[src/core/acp_pkg.sv]
`default_nettype none
package acp_pkg;
    // Register indices; byte address is four times the index
    localparam logic [5:0] IDX_CALIB   = 6'h07;
    localparam logic [5:0] IDX_AUDIO   = 6'h08;
    localparam logic [5:0] IDX_CTRL    = 6'h0A;
    localparam logic [5:0] IDX_TRICKLE = 6'h0B;
    localparam logic [5:0] IDX_STATUS  = 6'h0C;

    // Audio register fields
    localparam int AUD_GAIN_LSB = 0;
    localparam int AUD_MUTE     = 4;
    localparam int AUD_TONE_EN  = 5;
    localparam int AUD_TONE_SEL = 6;
    // Calibration register fields
    localparam int CAL_VAL_LSB  = 0;
    localparam int CAL_SIGN     = 5;
    // Control register fields
    localparam int CTL_OSC_STOP = 0;
    localparam int CTL_HALT     = 1;
    localparam int CTL_OUT      = 2;
    localparam int CTL_FT       = 3;
    localparam int CTL_OF       = 4;
    localparam int CTL_OSC_FAIL_IRQ_ENABLE     = 5;
    // Trickle register fields
    localparam int TRK_EN_LSB   = 0;
    localparam int TRK_SW_A     = 4;
    localparam int TRK_SW_B     = 5;

    // Power-up values
    localparam logic [3:0] GAIN_FIRST    = 4'h0;
    localparam logic [3:0] TRICKLE_OPEN  = 4'hA;
    localparam logic [3:0] TRICKLE_CLOSE = 4'h5;
    localparam logic [4:0] CAL_FIRST     = 5'h00;

    // Gain law: code 0 is -33 dB, 3 dB a step
    localparam int GAIN_BASE_DB = -33;
    localparam int GAIN_STEP_DB = 3;

    // Tone timing
    localparam int CLK_HZ         = 100_000_000;
    localparam int TONE_HI_HZ     = 512;
    localparam int TONE_LO_HZ     = 256;
    localparam int TONE_HALF_CYC  = CLK_HZ / (2 * TONE_HI_HZ);
endpackage
`default_nettype wire

[src/core/acp_clkdiv.sv]
`timescale 1ns/1ps
`default_nettype none
// Free-running divider giving a one-cycle enable every DIV clocks
module acp_clkdiv #(
    parameter int DIV = 4
) (
    // Clock and reset
    input  wire logic mclk,
    input  wire logic rst_n,
    // Enable out
    output logic      tick
);
    logic [31:0] cnt_q;

    // Count up and pulse on wrap
    always_ff @(posedge mclk or negedge rst_n)
    begin
        if (!rst_n)
        begin
            cnt_q <= 32'h0000_0000;
            tick  <= 1'b0;
        end
        else if (cnt_q == 32'(DIV - 1))
        begin
            cnt_q <= 32'h0000_0000;
            tick  <= 1'b1;
        end
        else
        begin
            cnt_q <= cnt_q + 32'h0000_0001;
            tick  <= 1'b0;
        end
    end
endmodule
`default_nettype wire

[src/core/acp_gain_map.sv]
`timescale 1ns/1ps
`default_nettype none
// Maps the 4-bit volume code to signed gain in dB
module acp_gain_map (
    // Code in
    input  wire logic [3:0] code,
    // Gain out, two's complement dB
    output logic      [6:0] gain_db
);
    logic signed [7:0] lin;

    // Linear law, no table needed
    always_comb
    begin
        lin     = 8'(acp_pkg::GAIN_BASE_DB)
                + 8'(acp_pkg::GAIN_STEP_DB) * 8'(code);
        gain_db = lin[6:0];
    end
endmodule
`default_nettype wire

[src/core/acp_audio_ctl.sv]
`timescale 1ns/1ps
`default_nettype none
module acp_audio_ctl #(
    parameter int TONE_HALF_CYC = acp_pkg::TONE_HALF_CYC
) (
    // Clock and reset; reset is the first application of power
    input  wire logic       mclk,
    input  wire logic       rst_n,
    // Power events
    input  wire logic       power_up,
    input  wire logic       backup_lost,
    input  wire logic       osc_stopped,
    // Avalon-MM slave
    input  wire logic [7:0] avs_address,
    input  wire logic       avs_read,
    input  wire logic       avs_write,
    input  wire logic [31:0] avs_writedata,
    input  wire logic [3:0] avs_byteenable,
    output logic      [31:0] avs_readdata,
    output logic            avs_waitrequest,
    // Audio path control
    output logic      [6:0] gain_db_q,
    output logic            audio_on_q,
    output logic            tone_sel_path_q,
    output logic            tone_wave_q,
    // Clock core control
    output logic            osc_stop_bit_q,
    output logic            halt_update_bit_q,
    output logic            trickle_closed_q,
    // Open-drain pin, enable low while driving
    output logic            mfo_pin_o_q,
    output logic            mfo_pin_oe_n_q
);
    // Register state
    logic [3:0] gain_q;
    logic       mute_q, tone_en_q, tone_sel_q;
    logic [4:0] cal_val_q;
    logic       cal_sign_q;
    logic       out_bit_q, ft_q, of_q, osc_fail_irq_enable_q;
    logic [3:0] trk_en_q;
    logic       trk_a_q, trk_b_q;
    logic       retained_q;
    logic [5:0] idx;
    logic       wr_go, lane0;
    logic [7:0] wd;
    logic [6:0] gain_db_d;
    logic       half_tick, tone_hi_q, tone_lo_q;

    assign idx   = avs_address[7:2];
    assign wd    = avs_writedata[7:0];
    assign lane0 = avs_byteenable[0];
    // Write lands on the edge where the master sees waitrequest low
    assign wr_go = avs_write && !avs_waitrequest && lane0;

    // One wait cycle, then an answer cycle; never two answers in a row
    always_ff @(posedge mclk or negedge rst_n)
    begin
        if (!rst_n)
            avs_waitrequest <= 1'b1;
        else
            avs_waitrequest <= !((avs_read || avs_write) && avs_waitrequest);
    end

    // Read data, captured with the answer; unmapped reads give zero
    always_ff @(posedge mclk or negedge rst_n)
    begin
        if (!rst_n)
            avs_readdata <= 32'h0000_0000;
        else if (avs_read && avs_waitrequest)
        begin
            case (idx)
                acp_pkg::IDX_AUDIO:   avs_readdata <= {25'h0, tone_sel_q, tone_en_q,
                                                       mute_q, gain_q};
                acp_pkg::IDX_CALIB:   avs_readdata <= {26'h0, cal_sign_q, cal_val_q};
                acp_pkg::IDX_CTRL:    avs_readdata <= {26'h0, osc_fail_irq_enable_q, of_q, ft_q, out_bit_q,
                                                       halt_update_bit_q, osc_stop_bit_q};
                acp_pkg::IDX_TRICKLE: avs_readdata <= {26'h0, trk_b_q, trk_a_q, trk_en_q};
                acp_pkg::IDX_STATUS:  avs_readdata <= {30'h0, tone_wave_q, retained_q};
                default:              avs_readdata <= 32'h0000_0000;
            endcase
        end
    end

    // Retained indicator: set once power has been seen, lost with backup
    always_ff @(posedge mclk or negedge rst_n)
    begin
        if (!rst_n)
            retained_q <= 1'b1; // Reset is the first power-up, so backup now holds state
        else if (backup_lost)
            retained_q <= 1'b0;
        else if (power_up)
            retained_q <= 1'b1;
    end

    // Audio register: gain kept or cleared by the default set, mute always set
    always_ff @(posedge mclk or negedge rst_n)
    begin
        if (!rst_n)
        begin
            gain_q     <= acp_pkg::GAIN_FIRST;
            mute_q     <= 1'b1;
            tone_en_q  <= 1'b0;
            tone_sel_q <= 1'b1;
        end
        else if (power_up)
        begin
            if (!retained_q)
            begin
                gain_q     <= acp_pkg::GAIN_FIRST;
                tone_sel_q <= 1'b1;
            end
            mute_q    <= 1'b1;
            tone_en_q <= 1'b0;
        end
        else if (wr_go && idx == acp_pkg::IDX_AUDIO)
        begin
            gain_q     <= wd[acp_pkg::AUD_GAIN_LSB +: 4];
            mute_q     <= wd[acp_pkg::AUD_MUTE];
            tone_en_q  <= wd[acp_pkg::AUD_TONE_EN];
            tone_sel_q <= wd[acp_pkg::AUD_TONE_SEL];
        end
    end

    // Calibration register, untouched by later power-ups
    always_ff @(posedge mclk or negedge rst_n)
    begin
        if (!rst_n)
        begin
            cal_val_q  <= acp_pkg::CAL_FIRST;
            cal_sign_q <= 1'b0;
        end
        else if (power_up && !retained_q)
        begin
            cal_val_q  <= acp_pkg::CAL_FIRST;
            cal_sign_q <= 1'b0;
        end
        else if (!power_up && wr_go && idx == acp_pkg::IDX_CALIB)
        begin
            cal_val_q  <= wd[acp_pkg::CAL_VAL_LSB +: 5];
            cal_sign_q <= wd[acp_pkg::CAL_SIGN];
        end
    end

    // Control register; enable-type bits undefined by default are simply cleared
    always_ff @(posedge mclk or negedge rst_n)
    begin
        if (!rst_n)
        begin
            osc_stop_bit_q    <= 1'b0;
            halt_update_bit_q <= 1'b1;
            out_bit_q         <= 1'b1;
            ft_q              <= 1'b0;
            osc_fail_irq_enable_q            <= 1'b0;
        end
        else if (power_up)
        begin
            if (!retained_q)
            begin
                osc_stop_bit_q <= 1'b0;
                out_bit_q      <= 1'b1;
                osc_fail_irq_enable_q         <= 1'b0;
            end
            halt_update_bit_q <= 1'b1;
            ft_q              <= 1'b0;
        end
        else if (wr_go && idx == acp_pkg::IDX_CTRL)
        begin
            osc_stop_bit_q    <= wd[acp_pkg::CTL_OSC_STOP];
            halt_update_bit_q <= wd[acp_pkg::CTL_HALT];
            out_bit_q         <= wd[acp_pkg::CTL_OUT];
            ft_q              <= wd[acp_pkg::CTL_FT];
            osc_fail_irq_enable_q            <= wd[acp_pkg::CTL_OSC_FAIL_IRQ_ENABLE];
        end
    end

    // Oscillator fail flag: a stop event wins over a software clear
    always_ff @(posedge mclk or negedge rst_n)
    begin
        if (!rst_n)
            of_q <= 1'b1;
        else if (osc_stopped || (power_up && !retained_q))
            of_q <= 1'b1;
        else if (!power_up && wr_go && idx == acp_pkg::IDX_CTRL)
            of_q <= wd[acp_pkg::CTL_OF];
    end

    // Trickle charger, forced open on every power-up
    always_ff @(posedge mclk or negedge rst_n)
    begin
        if (!rst_n)
        begin
            trk_en_q <= acp_pkg::TRICKLE_OPEN;
            trk_a_q  <= 1'b0;
            trk_b_q  <= 1'b0;
        end
        else if (power_up)
        begin
            trk_en_q <= acp_pkg::TRICKLE_OPEN;
            trk_a_q  <= 1'b0;
            trk_b_q  <= 1'b0;
        end
        else if (wr_go && idx == acp_pkg::IDX_TRICKLE)
        begin
            trk_en_q <= wd[acp_pkg::TRK_EN_LSB +: 4];
            trk_a_q  <= wd[acp_pkg::TRK_SW_A];
            trk_b_q  <= wd[acp_pkg::TRK_SW_B];
        end
    end

    // Only the exact key closes the charger path
    always_ff @(posedge mclk or negedge rst_n)
    begin
        if (!rst_n)
            trickle_closed_q <= 1'b0;
        else
            trickle_closed_q <= trk_en_q == acp_pkg::TRICKLE_CLOSE;
    end

    // Half-period ticks of the 512 Hz tone
    acp_clkdiv #(
        .DIV (TONE_HALF_CYC)
    ) u_tone_div (
        .mclk  (mclk),
        .rst_n (rst_n),
        .tick  (half_tick)
    );

    // 512 Hz toggles each tick, 256 Hz on every other one
    always_ff @(posedge mclk or negedge rst_n)
    begin
        if (!rst_n)
        begin
            tone_hi_q <= 1'b0;
            tone_lo_q <= 1'b0;
        end
        else if (half_tick)
        begin
            tone_hi_q <= !tone_hi_q;
            if (tone_hi_q)
                tone_lo_q <= !tone_lo_q;
        end
    end

    acp_gain_map u_gain_map (
        .code    (gain_q),
        .gain_db (gain_db_d)
    );

    // Audio path outputs; mute clears only audio_on_q, the tone outputs ignore it
    always_ff @(posedge mclk or negedge rst_n)
    begin
        if (!rst_n)
        begin
            gain_db_q       <= 7'h00;
            audio_on_q      <= 1'b0;
            tone_sel_path_q <= 1'b0;
            tone_wave_q     <= 1'b0;
        end
        else
        begin
            gain_db_q       <= gain_db_d;
            audio_on_q      <= !mute_q;
            tone_sel_path_q <= tone_en_q;
            tone_wave_q     <= tone_en_q && (tone_sel_q ? tone_hi_q : tone_lo_q);
        end
    end

    // Open-drain pin: test tone when enabled, else the discrete bit; 1 releases it
    always_ff @(posedge mclk or negedge rst_n)
    begin
        if (!rst_n)
        begin
            mfo_pin_o_q    <= 1'b0;
            mfo_pin_oe_n_q <= 1'b1;
        end
        else
        begin
            mfo_pin_o_q    <= 1'b0;
            mfo_pin_oe_n_q <= ft_q ? tone_hi_q : out_bit_q;
        end
    end
endmodule
`default_nettype wire

[config.mk]
export PLATFORM = sky130hd
export DESIGN_NAME = acp_audio_ctl
export DESIGN_NICKNAME = d
export VERILOG_FILES = /design/src/core/acp_pkg.sv /design/src/core/acp_clkdiv.sv /design/src/core/acp_gain_map.sv /design/src/core/acp_audio_ctl.sv
export SDC_FILE = /design/constraint.sdc
export NUM_CORES = 1
export LEC_CHECK = 0
export ABC_AREA = 0
export ABC_CLOCK_PERIOD_IN_PS = 2500
export BUFFER_PORTS_ARGS = -buffer_cell sky130_fd_sc_hd__buf_2
export CORE_ASPECT_RATIO = 1.5
export CORE_MARGIN = 3
export CORE_UTILIZATION = 45
export CTS_CLUSTER_DIAMETER = 40
export DETAILED_ROUTE_END_ITERATION = 12
export PLACE_DENSITY = 0.69
export SYNTH_ARGS = -nofsm -noshare
export SYNTH_HDL_FRONTEND = slang
export SYNTH_HIERARCHICAL = 1
export SYNTH_SLANG_ARGS = --single-unit
[constraint.sdc]
create_clock -name mclk -period 2.5 [get_ports mclk]
set_input_delay 0.125 -clock mclk [delete_from_list [all_inputs] [get_ports mclk]]
set_output_delay 0.125 -clock mclk [all_outputs]
set_load 0.005 [all_outputs]
* Yosys cells after proc, flatten, opt, wreduce, memory -nomap -nowiden
Cells that the tools add are included.
Word-level totals: logic and storage cells 109, bits in registers 106, output and inout port bits 48
Cells by class: multiply operators 1, multiplexer cells 40, reductions and logical operators 30, add/sub/neg operators 2, eq/ne operators 8
Operators by type and width (number):
- 7-bit case mux with 5 select lines | 1
- 32-bit by 1-bit adder with 32-bit output, second input constant | 1
- 32-bit by 17-bit equality test with 1-bit output, second input constant | 1
- 32-bit 2-to-1 mux | 1
- 1-bit 2-to-1 mux | 31
- 6-bit by 4-bit equality test with 1-bit output, second input constant | 4
- 4-bit 2-to-1 mux | 5
- 1-bit logical AND | 12
- 2-bit nonzero test | 6
- 5-bit 2-to-1 mux | 2
- 7-bit adder, first input constant | 1
- 1-bit logical NOT | 7
- 6-bit by 3-bit equality test with 1-bit output, second input constant | 1
- 2-bit by 4-bit multiplier with 6-bit output, first input constant | 1
- 2-bit AND reduction | 3
- 4-bit by 3-bit equality test with 1-bit output, second input constant | 1
- 1-bit logical OR | 2
- 2-bit inequality test, second input constant | 1

* Longest topological paths before layout
Gate-level depths: netlist of the first run.
word-level depth 7, depth in mapped cells 6, gate-level depth less buffers 6

* By module
The synthesis of the first run kept the hierarchy.
By module, submodules not included:
- acp_audio_ctl | times used 1, area an instance 2293.4 um2, cells each 216, sequential area each 1213.7 um2
- acp_clkdiv | times used 1, area an instance 1599.0 um2, cells each 151, sequential area each 825.8 um2
- acp_gain_map | times used 1, area an instance 266.5 um2, cells each 30, sequential area each 0.0 um2

* Least setup slack after synthesis of the first run
No wires, ideal clock.
path kind reg-to-reg, start point reg gain_q[0], end point reg gain_db_q[5], required time 2374 ps, slack 501 ps, path buffers 0, arrival 1873 ps, library setup time 126 ps, cell stages (with the launch flop) 7, cells stage by stage dfrtp_1 ha_1 inv_1 fa_1 nor3b_2 a21oi_1 o32a_1
On the way: longest elaborated chain between the ends 2
Ends and longest elaborated chain:
- from (decl) | line acp_audio_ctl.sv:35 | logic [3:0] gain_q;
- from (signal assigned) | line acp_audio_ctl.sv:100 | gain_q <= acp_pkg::GAIN_FIRST;
- from (signal assigned) | line acp_audio_ctl.sv:109 | gain_q <= acp_pkg::GAIN_FIRST;
- from (signal assigned) | line acp_audio_ctl.sv:117 | gain_q <= wd[acp_pkg::AUD_GAIN_LSB +: 4];
- 2-bit by 4-bit multiplier with 6-bit output | line acp_gain_map.sv:16 | + 8'(acp_pkg::GAIN_STEP_DB) * 8'(code);
- 7-bit adder | line acp_gain_map.sv:16
- named net gain_db_d[5] | line acp_audio_ctl.sv:46 | logic [6:0] gain_db_d;
- to (signal assigned) | line acp_audio_ctl.sv:261 | gain_db_q <= gain_db_d;
- to (decl) | line acp_audio_ctl.sv:22 | output logic [6:0] gain_db_q,
The timed path passes the listed nets, and every way through them passes these cells. A chain may end at the register's enable or synchronous reset.

* Final worst setup path of the first run
start point reg gain_q[1], end point reg gain_db_q[5]
Same word-level chain as after synthesis.

==> impl_metrics.py, run 1 <==
metrics = {
    "outcome": {
        "status": "completed",
    },
    "logic_synthesis": {
        "yosysMostFrequentCell": "dfrtp_1",
        "yosysTopAreaCellShare_pct": 42.7,
        "synthesis.area_sq_um": 4160,
        "syn_avg_cell_area_sq_um": 10.5,
        "seq_area_frac_synth_pct": 49.0,
        "ys_top_cells_by_area": "dfrtp_1, dfstp_2, buf_4",
        "synth_top_area_cell": "dfrtp_1",
        "synth-edff-count": 0,
        "synth_cells": 397,
        "synth_flop_cell": "dfrtp_1",
        "yosys_warnings": 6,
        "ys_ff_latch": 81,
        "async_reset_ff_share_pct": 100,
        "synth_cell_types": 54,
        "synth_common_cells": "dfrtp_1, nor2_1, buf_4, nand2_1, nand3_1",
    },
    "die": {
        "io_pins": 99,
        "die_width_um": 84.5,
        "initial_core_util_pct": 46.6,
        "die_y_um": 124,
        "rows": 42,
        "dieArea_sq_um": 10500,
        "core_area_sq_um": 8930,
    },
    "global_route": {
        "antenna_found_initial": 0,
        "gr-total-overflow": 0,
        "first_global_vias": 2991,
        "grt_pass1_wl_mm": 14.2,
        "grtUsageTotal_pct": 17.2,
        "grt_max_degree": 82,
    },
    "critical_path": {
        "start_kind": "flop",
        "r2r_setup_slack_ns": 0.28,
        "ff2ff_path_depth": 6,
        "endpoint_kind": "flop",
        "worstPathArrival_ns": 2.43,
        "crit_fanout": 5,
        "cp.required_ns": 2.72,
        "reg2reg_to": "gain_db_q[5]$_DFF_PN0_",
        "r2r_start": "gain_q[1]$_DFFE_PN0P_",
        "critPathKind": "reg2reg",
    },
    "cts": {
        "cts_resized": 0,
        "cts_buffer_depth": 2,
        "numCtsBuffers": 9,
        "cts.sinks": 81,
        "cts_tree": "built",
        "clock_latency_ns": 0.34,
        "post_cts_buffers": 0,
        "path_clk_slew_ns": 0.06,
        "cts.htree.levels": 3,
        "cts_root_buf": "clkbuf_16",
    },
    "timing": {
        "drv_slew": 0,
        "period_needed_ns": 2.22,
        "fin_tns_setup_ns": 0,
        "grt_setup_unrepaired": "no",
        "final.period_utilization_pct": 88.7,
        "finClkSkew_ns": 0.00645,
        "hold_slack_ns": 0.0287,
        "slew_headroom_pct": 33.6,
        "setup_viol": 0,
        "fin_ws_ns": 0.283,
        "max_freq_mhz": 451,
        "hold_violations": 0,
        "worst_slew_pin_slew_ns": 0.996,
    },
    "route": {
        "vias": 2987,
        "initialDrtViolationCount": 193,
        "route.detailed.drc": 0,
        "first_pass_iters": 5,
        "avgRoutedWirePerCell_um": 15.0,
        "viasPerCell": 5.31,
        "wl_mm": 8.43,
        "antenna_left": 0,
    },
    "power_and_ir_drop": {
        "power.total_mw": 2.83,
        "p_sw_mw": 0.625,
        "p_clk_share_pct": 48.1,
        "vdd_drop_max_v": 0.000477,
        "pwr-share-comb_pct": 4.8,
        "total_leakage_power_nw": 2.26,
        "power.density_nw_per_um2": 595,
        "pwr-share-seq_pct": 47.1,
        "netSwitchingFraction_pct": 22.1,
        "intPower_mw": 2.20,
    },
    "finish": {
        "n_antenna_cell": 0,
        "syn_to_final_growth_pct": 14.3,
        "seqCellArea_sq_um": 2040,
        "multi_input_area_sq_um": 1890,
        "nFillCells": 801,
        "drive_gt1_share_pct": 18.8,
        "fin_nets": 507,
    },
    "run": {
        "drv_cap": 0,
    },
    "min_path": {
        "min_to": "trk_en_q[1]$_DFFE_PN1P_",
        "hold_class": "in2reg",
        "hold_path_depth": 2,
        "min-delay-start": "avs_writedata[1]",
    },
    "placement": {
        "gp_congestion": 0.826,
        "dp_slack_ns": 0.281,
        "port_buffers": 42,
        "dp_hpwl_mm": 6.05,
    },
}
power by group through the flow:
stage                     logic [mW]  clock network, mW  registers [mW]
final                          0.137               1.36            1.33
after global routing           0.156               1.44            1.33
after CTS                      0.139               1.40            1.33
after detailed placement       0.131                  0            1.36
after global placement         0.129                  0            1.36
after floorplan               0.0859                  0            1.36
metrics by stage:
step,cells,util [%],area (sq um)
after global routing,563,53.2,4750
after CTS,563,53.2,4750
final,563,53.2,4750
after global placement,542,49.1,4390
after detailed placement,542,49.1,4390
after floorplan,422,-,4250
flip-flops by register name, indices dropped and copies added (netlist names), 4 cells and up:
name,flops
gain_db_q,7
cal_val_q,5
avs_readdata,7
u_tone_div/cnt_q,32
trk_en_q,4
gain_q,4
area by class of cell:
type / instances / share of cell area [%]
sequential: 81 / 42.9
multi-input combinational: 285 / 39.7
timing repair buffer: 52 / 6.32
clock buffer: 11 / 5.32
tap: 110 / 2.90
inverter: 19 / 1.50
clock inverter: 5 / 1.34
how the worst max path moves through the flow:
stage | startpoint | slack [ns] | cells after the start | to
2_1_floorplan | gain_q[0]$_DFFE_PN0P_ | 0.50 | 6 | gain_db_q[5]$_DFF_PN0_
5_1_grt | gain_q[1]$_DFFE_PN0P_ | 0.16 | 6 | gain_db_q[5]$_DFF_PN0_
4_1_cts | gain_q[1]$_DFFE_PN0P_ | 0.27 | 6 | gain_db_q[5]$_DFF_PN0_
3_5_place_dp | gain_q[1]$_DFFE_PN0P_ | 0.28 | 6 | gain_db_q[5]$_DFF_PN0_
3_3_place_gp | u_tone_div/cnt_q[22]$_DFF_PN0_ | 0.33 | 4 | u_tone_div/cnt_q[4]$_DFF_PN0_
6_report | gain_q[1]$_DFFE_PN0P_ | 0.28 | 6 | gain_db_q[5]$_DFF_PN0_
layout by cell type, fill, tap and decap left out, types with 7 or more instances in the layout:
master and instances:
o21ai_0 19, nor2b_1 8, nor3_1 9, nor2_1 31, buf_2 41, dfstp_2 10
conb_1 26, mux2i_1 15, ha_1 7, inv_1 19, clkbuf_16 9, dfrtp_1 71
xnor2_1 21, nand3_1 24, xor2_1 15, nand2_1 26, nand4_1 12
critical path, cell delays in order (launching register included):
cell     delay [ns]
dfrtp_1        0.45
ha_1           0.22
inv_1          0.06
fa_1           0.53
nor3b_2        0.36
a21oi_1        0.13
o32a_1         0.36
cell families (layout without fill, tap and decap cells):
| family | count (synthesis) | count (layout) | share of synthesized area, % |
|---|---|---|---|
| AND/OR/NAND/NOR | 142 | 142 | 19.3 |
| flip-flops | 81 | 81 | 49.0 |
| buffers and inverters | 56 | 87 | 7.85 |
| adder cells (fa/ha/maj) | 8 | 8 | 2.59 |
| multiplexers | 18 | 18 | 4.42 |
| XOR/XNOR | 36 | 36 | 7.58 |
| AO/OA/AOI/OAI | 55 | 55 | 9.15 |
| other | 1 | 26 | 0.0902 |
layer usage:
layer / track usage [%] / wire length, um / vias to the layer above
li1: - / - / 1448
met1: 19.6 / 3370 / 1459
met2: 31.3 / 4520 / 68
met3: 3.04 / 372 / 12
met4: 7.43 / 166 / 0
met5: 0 / 0 / -
what timing repair did:
item	in CTS	in global routing
setup endpoints to repair	0	0
hold endpoints to repair	5	0
hold buffers	5	0
Power figures use the tool's default switching activity.
==> run 2, diff against run 1 <==
- CORE_ASPECT_RATIO: 1.5 -> 0.8
- CORE_MARGIN: 3 -> 2
==> run 2 against run 1 <==
  * Utilization fell by 1.0 points
  * Largest cell class unchanged
  * The run now ends with hold timing left
  * Die area is 4.0% lower
  * Global-route usage rose by 0.54 points
  * Via count decreased by 0.13%
  * Clock skew decreased by 0.00077 ns
  * Critical path type unchanged
  * Design area down 0.74%
  * Highest routed layer unchanged
  * Sequential share of layout area up 0.32 points
  * Setup slack worse by 0.0034 ns
  * Routed wire length shrank 0.89%
==> impl_metrics.py, run 2 (synthesized netlist as in run 1, its figures left out) <==
metrics = {
    "finish": {
        "max_flop_register": "u_tone_div/cnt_q",
        "syn_to_final_growth_pct": 13.4,
        "reg_top3": "u_tone_div/cnt_q x32, avs_readdata x7, gain_db_q x7",
        "n_antenna_cell": 0,
        "largest_register_ffs": 32,
        "layout_common_cells": "dfrtp_1, buf_2, nor2_1",
        "drive_gt1_share_pct": 18.0,
        "nFillCells": 820,
        "fin_nets": 503,
        "final_common_cell": "dfrtp_1",
        "final_core_util_pct": 52.2,
    },
    "critical_path": {
        "slowest_delay_ns": 0.63,
        "endpoint_kind": "flop",
        "start_kind": "flop",
        "worstPathArrival_ns": 2.41,
        "critPathKind": "reg2reg",
        "crit_chain": "ha_1, nand4_1, or4_4, nor3_4, nor2_1",
        "crit_fanout": 12,
        "slowest_stage": "or4_4",
        "cp.required_ns": 2.69,
    },
    "timing": {
        "fin_tns_setup_ns": 0,
        "slew_headroom_pct": 33.6,
        "final.period_utilization_pct": 88.8,
        "period_needed_ns": 2.22,
        "grt_setup_unrepaired": "no",
        "fin_ws_ns": 0.280,
        "hold_violations": 64,
        "worst_slew_pin_slew_ns": 0.995,
        "max_freq_mhz": 450,
        "drv_slew": 0,
        "hold_slack_ns": -0.0348,
        "setup_viol": 0,
        "finClkSkew_ns": 0.00568,
    },
    "placement": {
        "port_buffers": 42,
        "dp_hpwl_mm": 5.89,
        "gp_congestion": 0.898,
        "dp_slack_ns": 0.311,
    },
    "die": {
        "initial_core_util_pct": 46.0,
        "core_area_sq_um": 9040,
        "rows": 31,
        "die_width_um": 111,
        "dieArea_sq_um": 10000,
        "io_pins": 99,
        "die_y_um": 90.0,
    },
    "global_route": {
        "grtUsageTotal_pct": 17.7,
        "grt_max_degree": 82,
        "first_global_vias": 2827,
        "gr-total-overflow": 0,
        "grt_pass1_wl_mm": 14.3,
        "antenna_found_initial": 0,
    },
    "route": {
        "route.detailed.drc": 0,
        "antenna_left": 0,
        "avgRoutedWirePerCell_um": 14.8,
        "viasPerCell": 5.29,
        "initialDrtViolationCount": 321,
        "vias": 2983,
        "wl_mm": 8.36,
        "first_pass_iters": 5,
    },
    "run": {
        "drv_cap": 0,
    },
    "cts": {
        "post_cts_buffers": 0,
        "cts_resized": 0,
        "cts.sinks": 81,
        "numCtsBuffers": 9,
        "clock_latency_ns": 0.33,
        "path_clk_slew_ns": 0.06,
        "cts_buffer_depth": 2,
        "cts.htree.levels": 3,
        "cts_tree": "built",
        "cts_root_buf": "clkbuf_16",
    },
    "power_and_ir_drop": {
        "power.density_nw_per_um2": 595,
        "power.total_mw": 2.81,
        "vdd_drop_max_v": 0.000323,
        "total_leakage_power_nw": 2.24,
    },
    "min_path": {
        "hold_class": "in2async",
    },
    "outcome": {
        "violations": "hold timing",
        "status": "finished with violations",
    },
}
-- run 2: cell count changes in the layout (fill, tap and decap cells not counted), sizes merged --
cell and delta:
dlygate4sd3 -1, clkbuf +1, clkinv -1, buf -3
-- run 2: metrics by stage --
step	instance area, sq um	instances	hold WS (ns)
after global placement	4370	544	0.242
after global routing	4720	564	0.0357
after CTS	4720	564	0.00666
after floorplan	4250	422	-0.171
final	4720	564	-0.0348
after detailed placement	4370	544	0.246
-- run 2: report_power, final --
| group | switching (mW) | leakage, nW | internal, mW | total (mW) |
|---|---|---|---|---|
| logic | 0.0901 | 1.04 | 0.0445 | 0.135 |
| registers | 0.00884 | 1.05 | 1.33 | 1.33 |
| clock network | 0.509 | 0.149 | 0.828 | 1.34 |
-- run 2: path summary, 6_finish.rpt --
path | startpoint | endpoint | slack, ns | cells past startpoint
hold reg to reg | mute_q$_DFFE_PN1P_ | audio_on_q$_DFF_PN0_ | 0.46 | 1
min in group mclk | avs_writedata[1] | trk_en_q[1]$_DFFE_PN1P_ | 0.03 | 2
setup / recovery | u_tone_div/cnt_q[0]$_DFF_PN0_ | u_tone_div/cnt_q[10]$_DFF_PN0_ | 0.28 | 5
hold / removal | rst_n | trk_a_q$_DFFE_PN0P_ | -0.03 | 1
max in group asynchronous | rst_n | u_tone_div/cnt_q[31]$_DFF_PN0_ | 1.90 | 1
setup reg to reg | u_tone_div/cnt_q[0]$_DFF_PN0_ | u_tone_div/cnt_q[10]$_DFF_PN0_ | 0.28 | 5
-- run 2: final cells by class --
class / count / area [sq um] / area share, %
inverter: 19 / 71.3 / 1.51
timing repair buffer: 48 / 268 / 5.68
clock inverter: 4 / 51.3 / 1.09
multi-input combinational: 285 / 1890 / 40.0
clock buffer: 12 / 256 / 5.44
sequential: 81 / 2040 / 43.2
tap: 115 / 144 / 3.05
-- run 2: critical path: cells and delay by family, from the launching register on --
| kind | cells | cell delay (ns) |
|---|---|---|
| simple gates | 4 | 1.44 |
| flops | 1 | 0.37 |
| fa+ha+maj | 1 | 0.25 |
-- run 2: layer usage --
| metal | part of all wire [%] | track usage, % | vias to the layer above |
|---|---|---|---|
| met2 | 43 | 25.1 | 94 |
| met3 | 5.3 | 4.59 | 9 |
| met5 | 0 | 0 | - |
| met1 | 50 | 26.8 | 1443 |
| met4 | 0.90 | 5.04 | 0 |
| li1 | - | - | 1437 |
-- run 2: timing repair --
action                     in CTS  in global routing
setup endpoints to repair       0                  0
hold buffers                    4                  0
hold endpoints to repair        3                  0
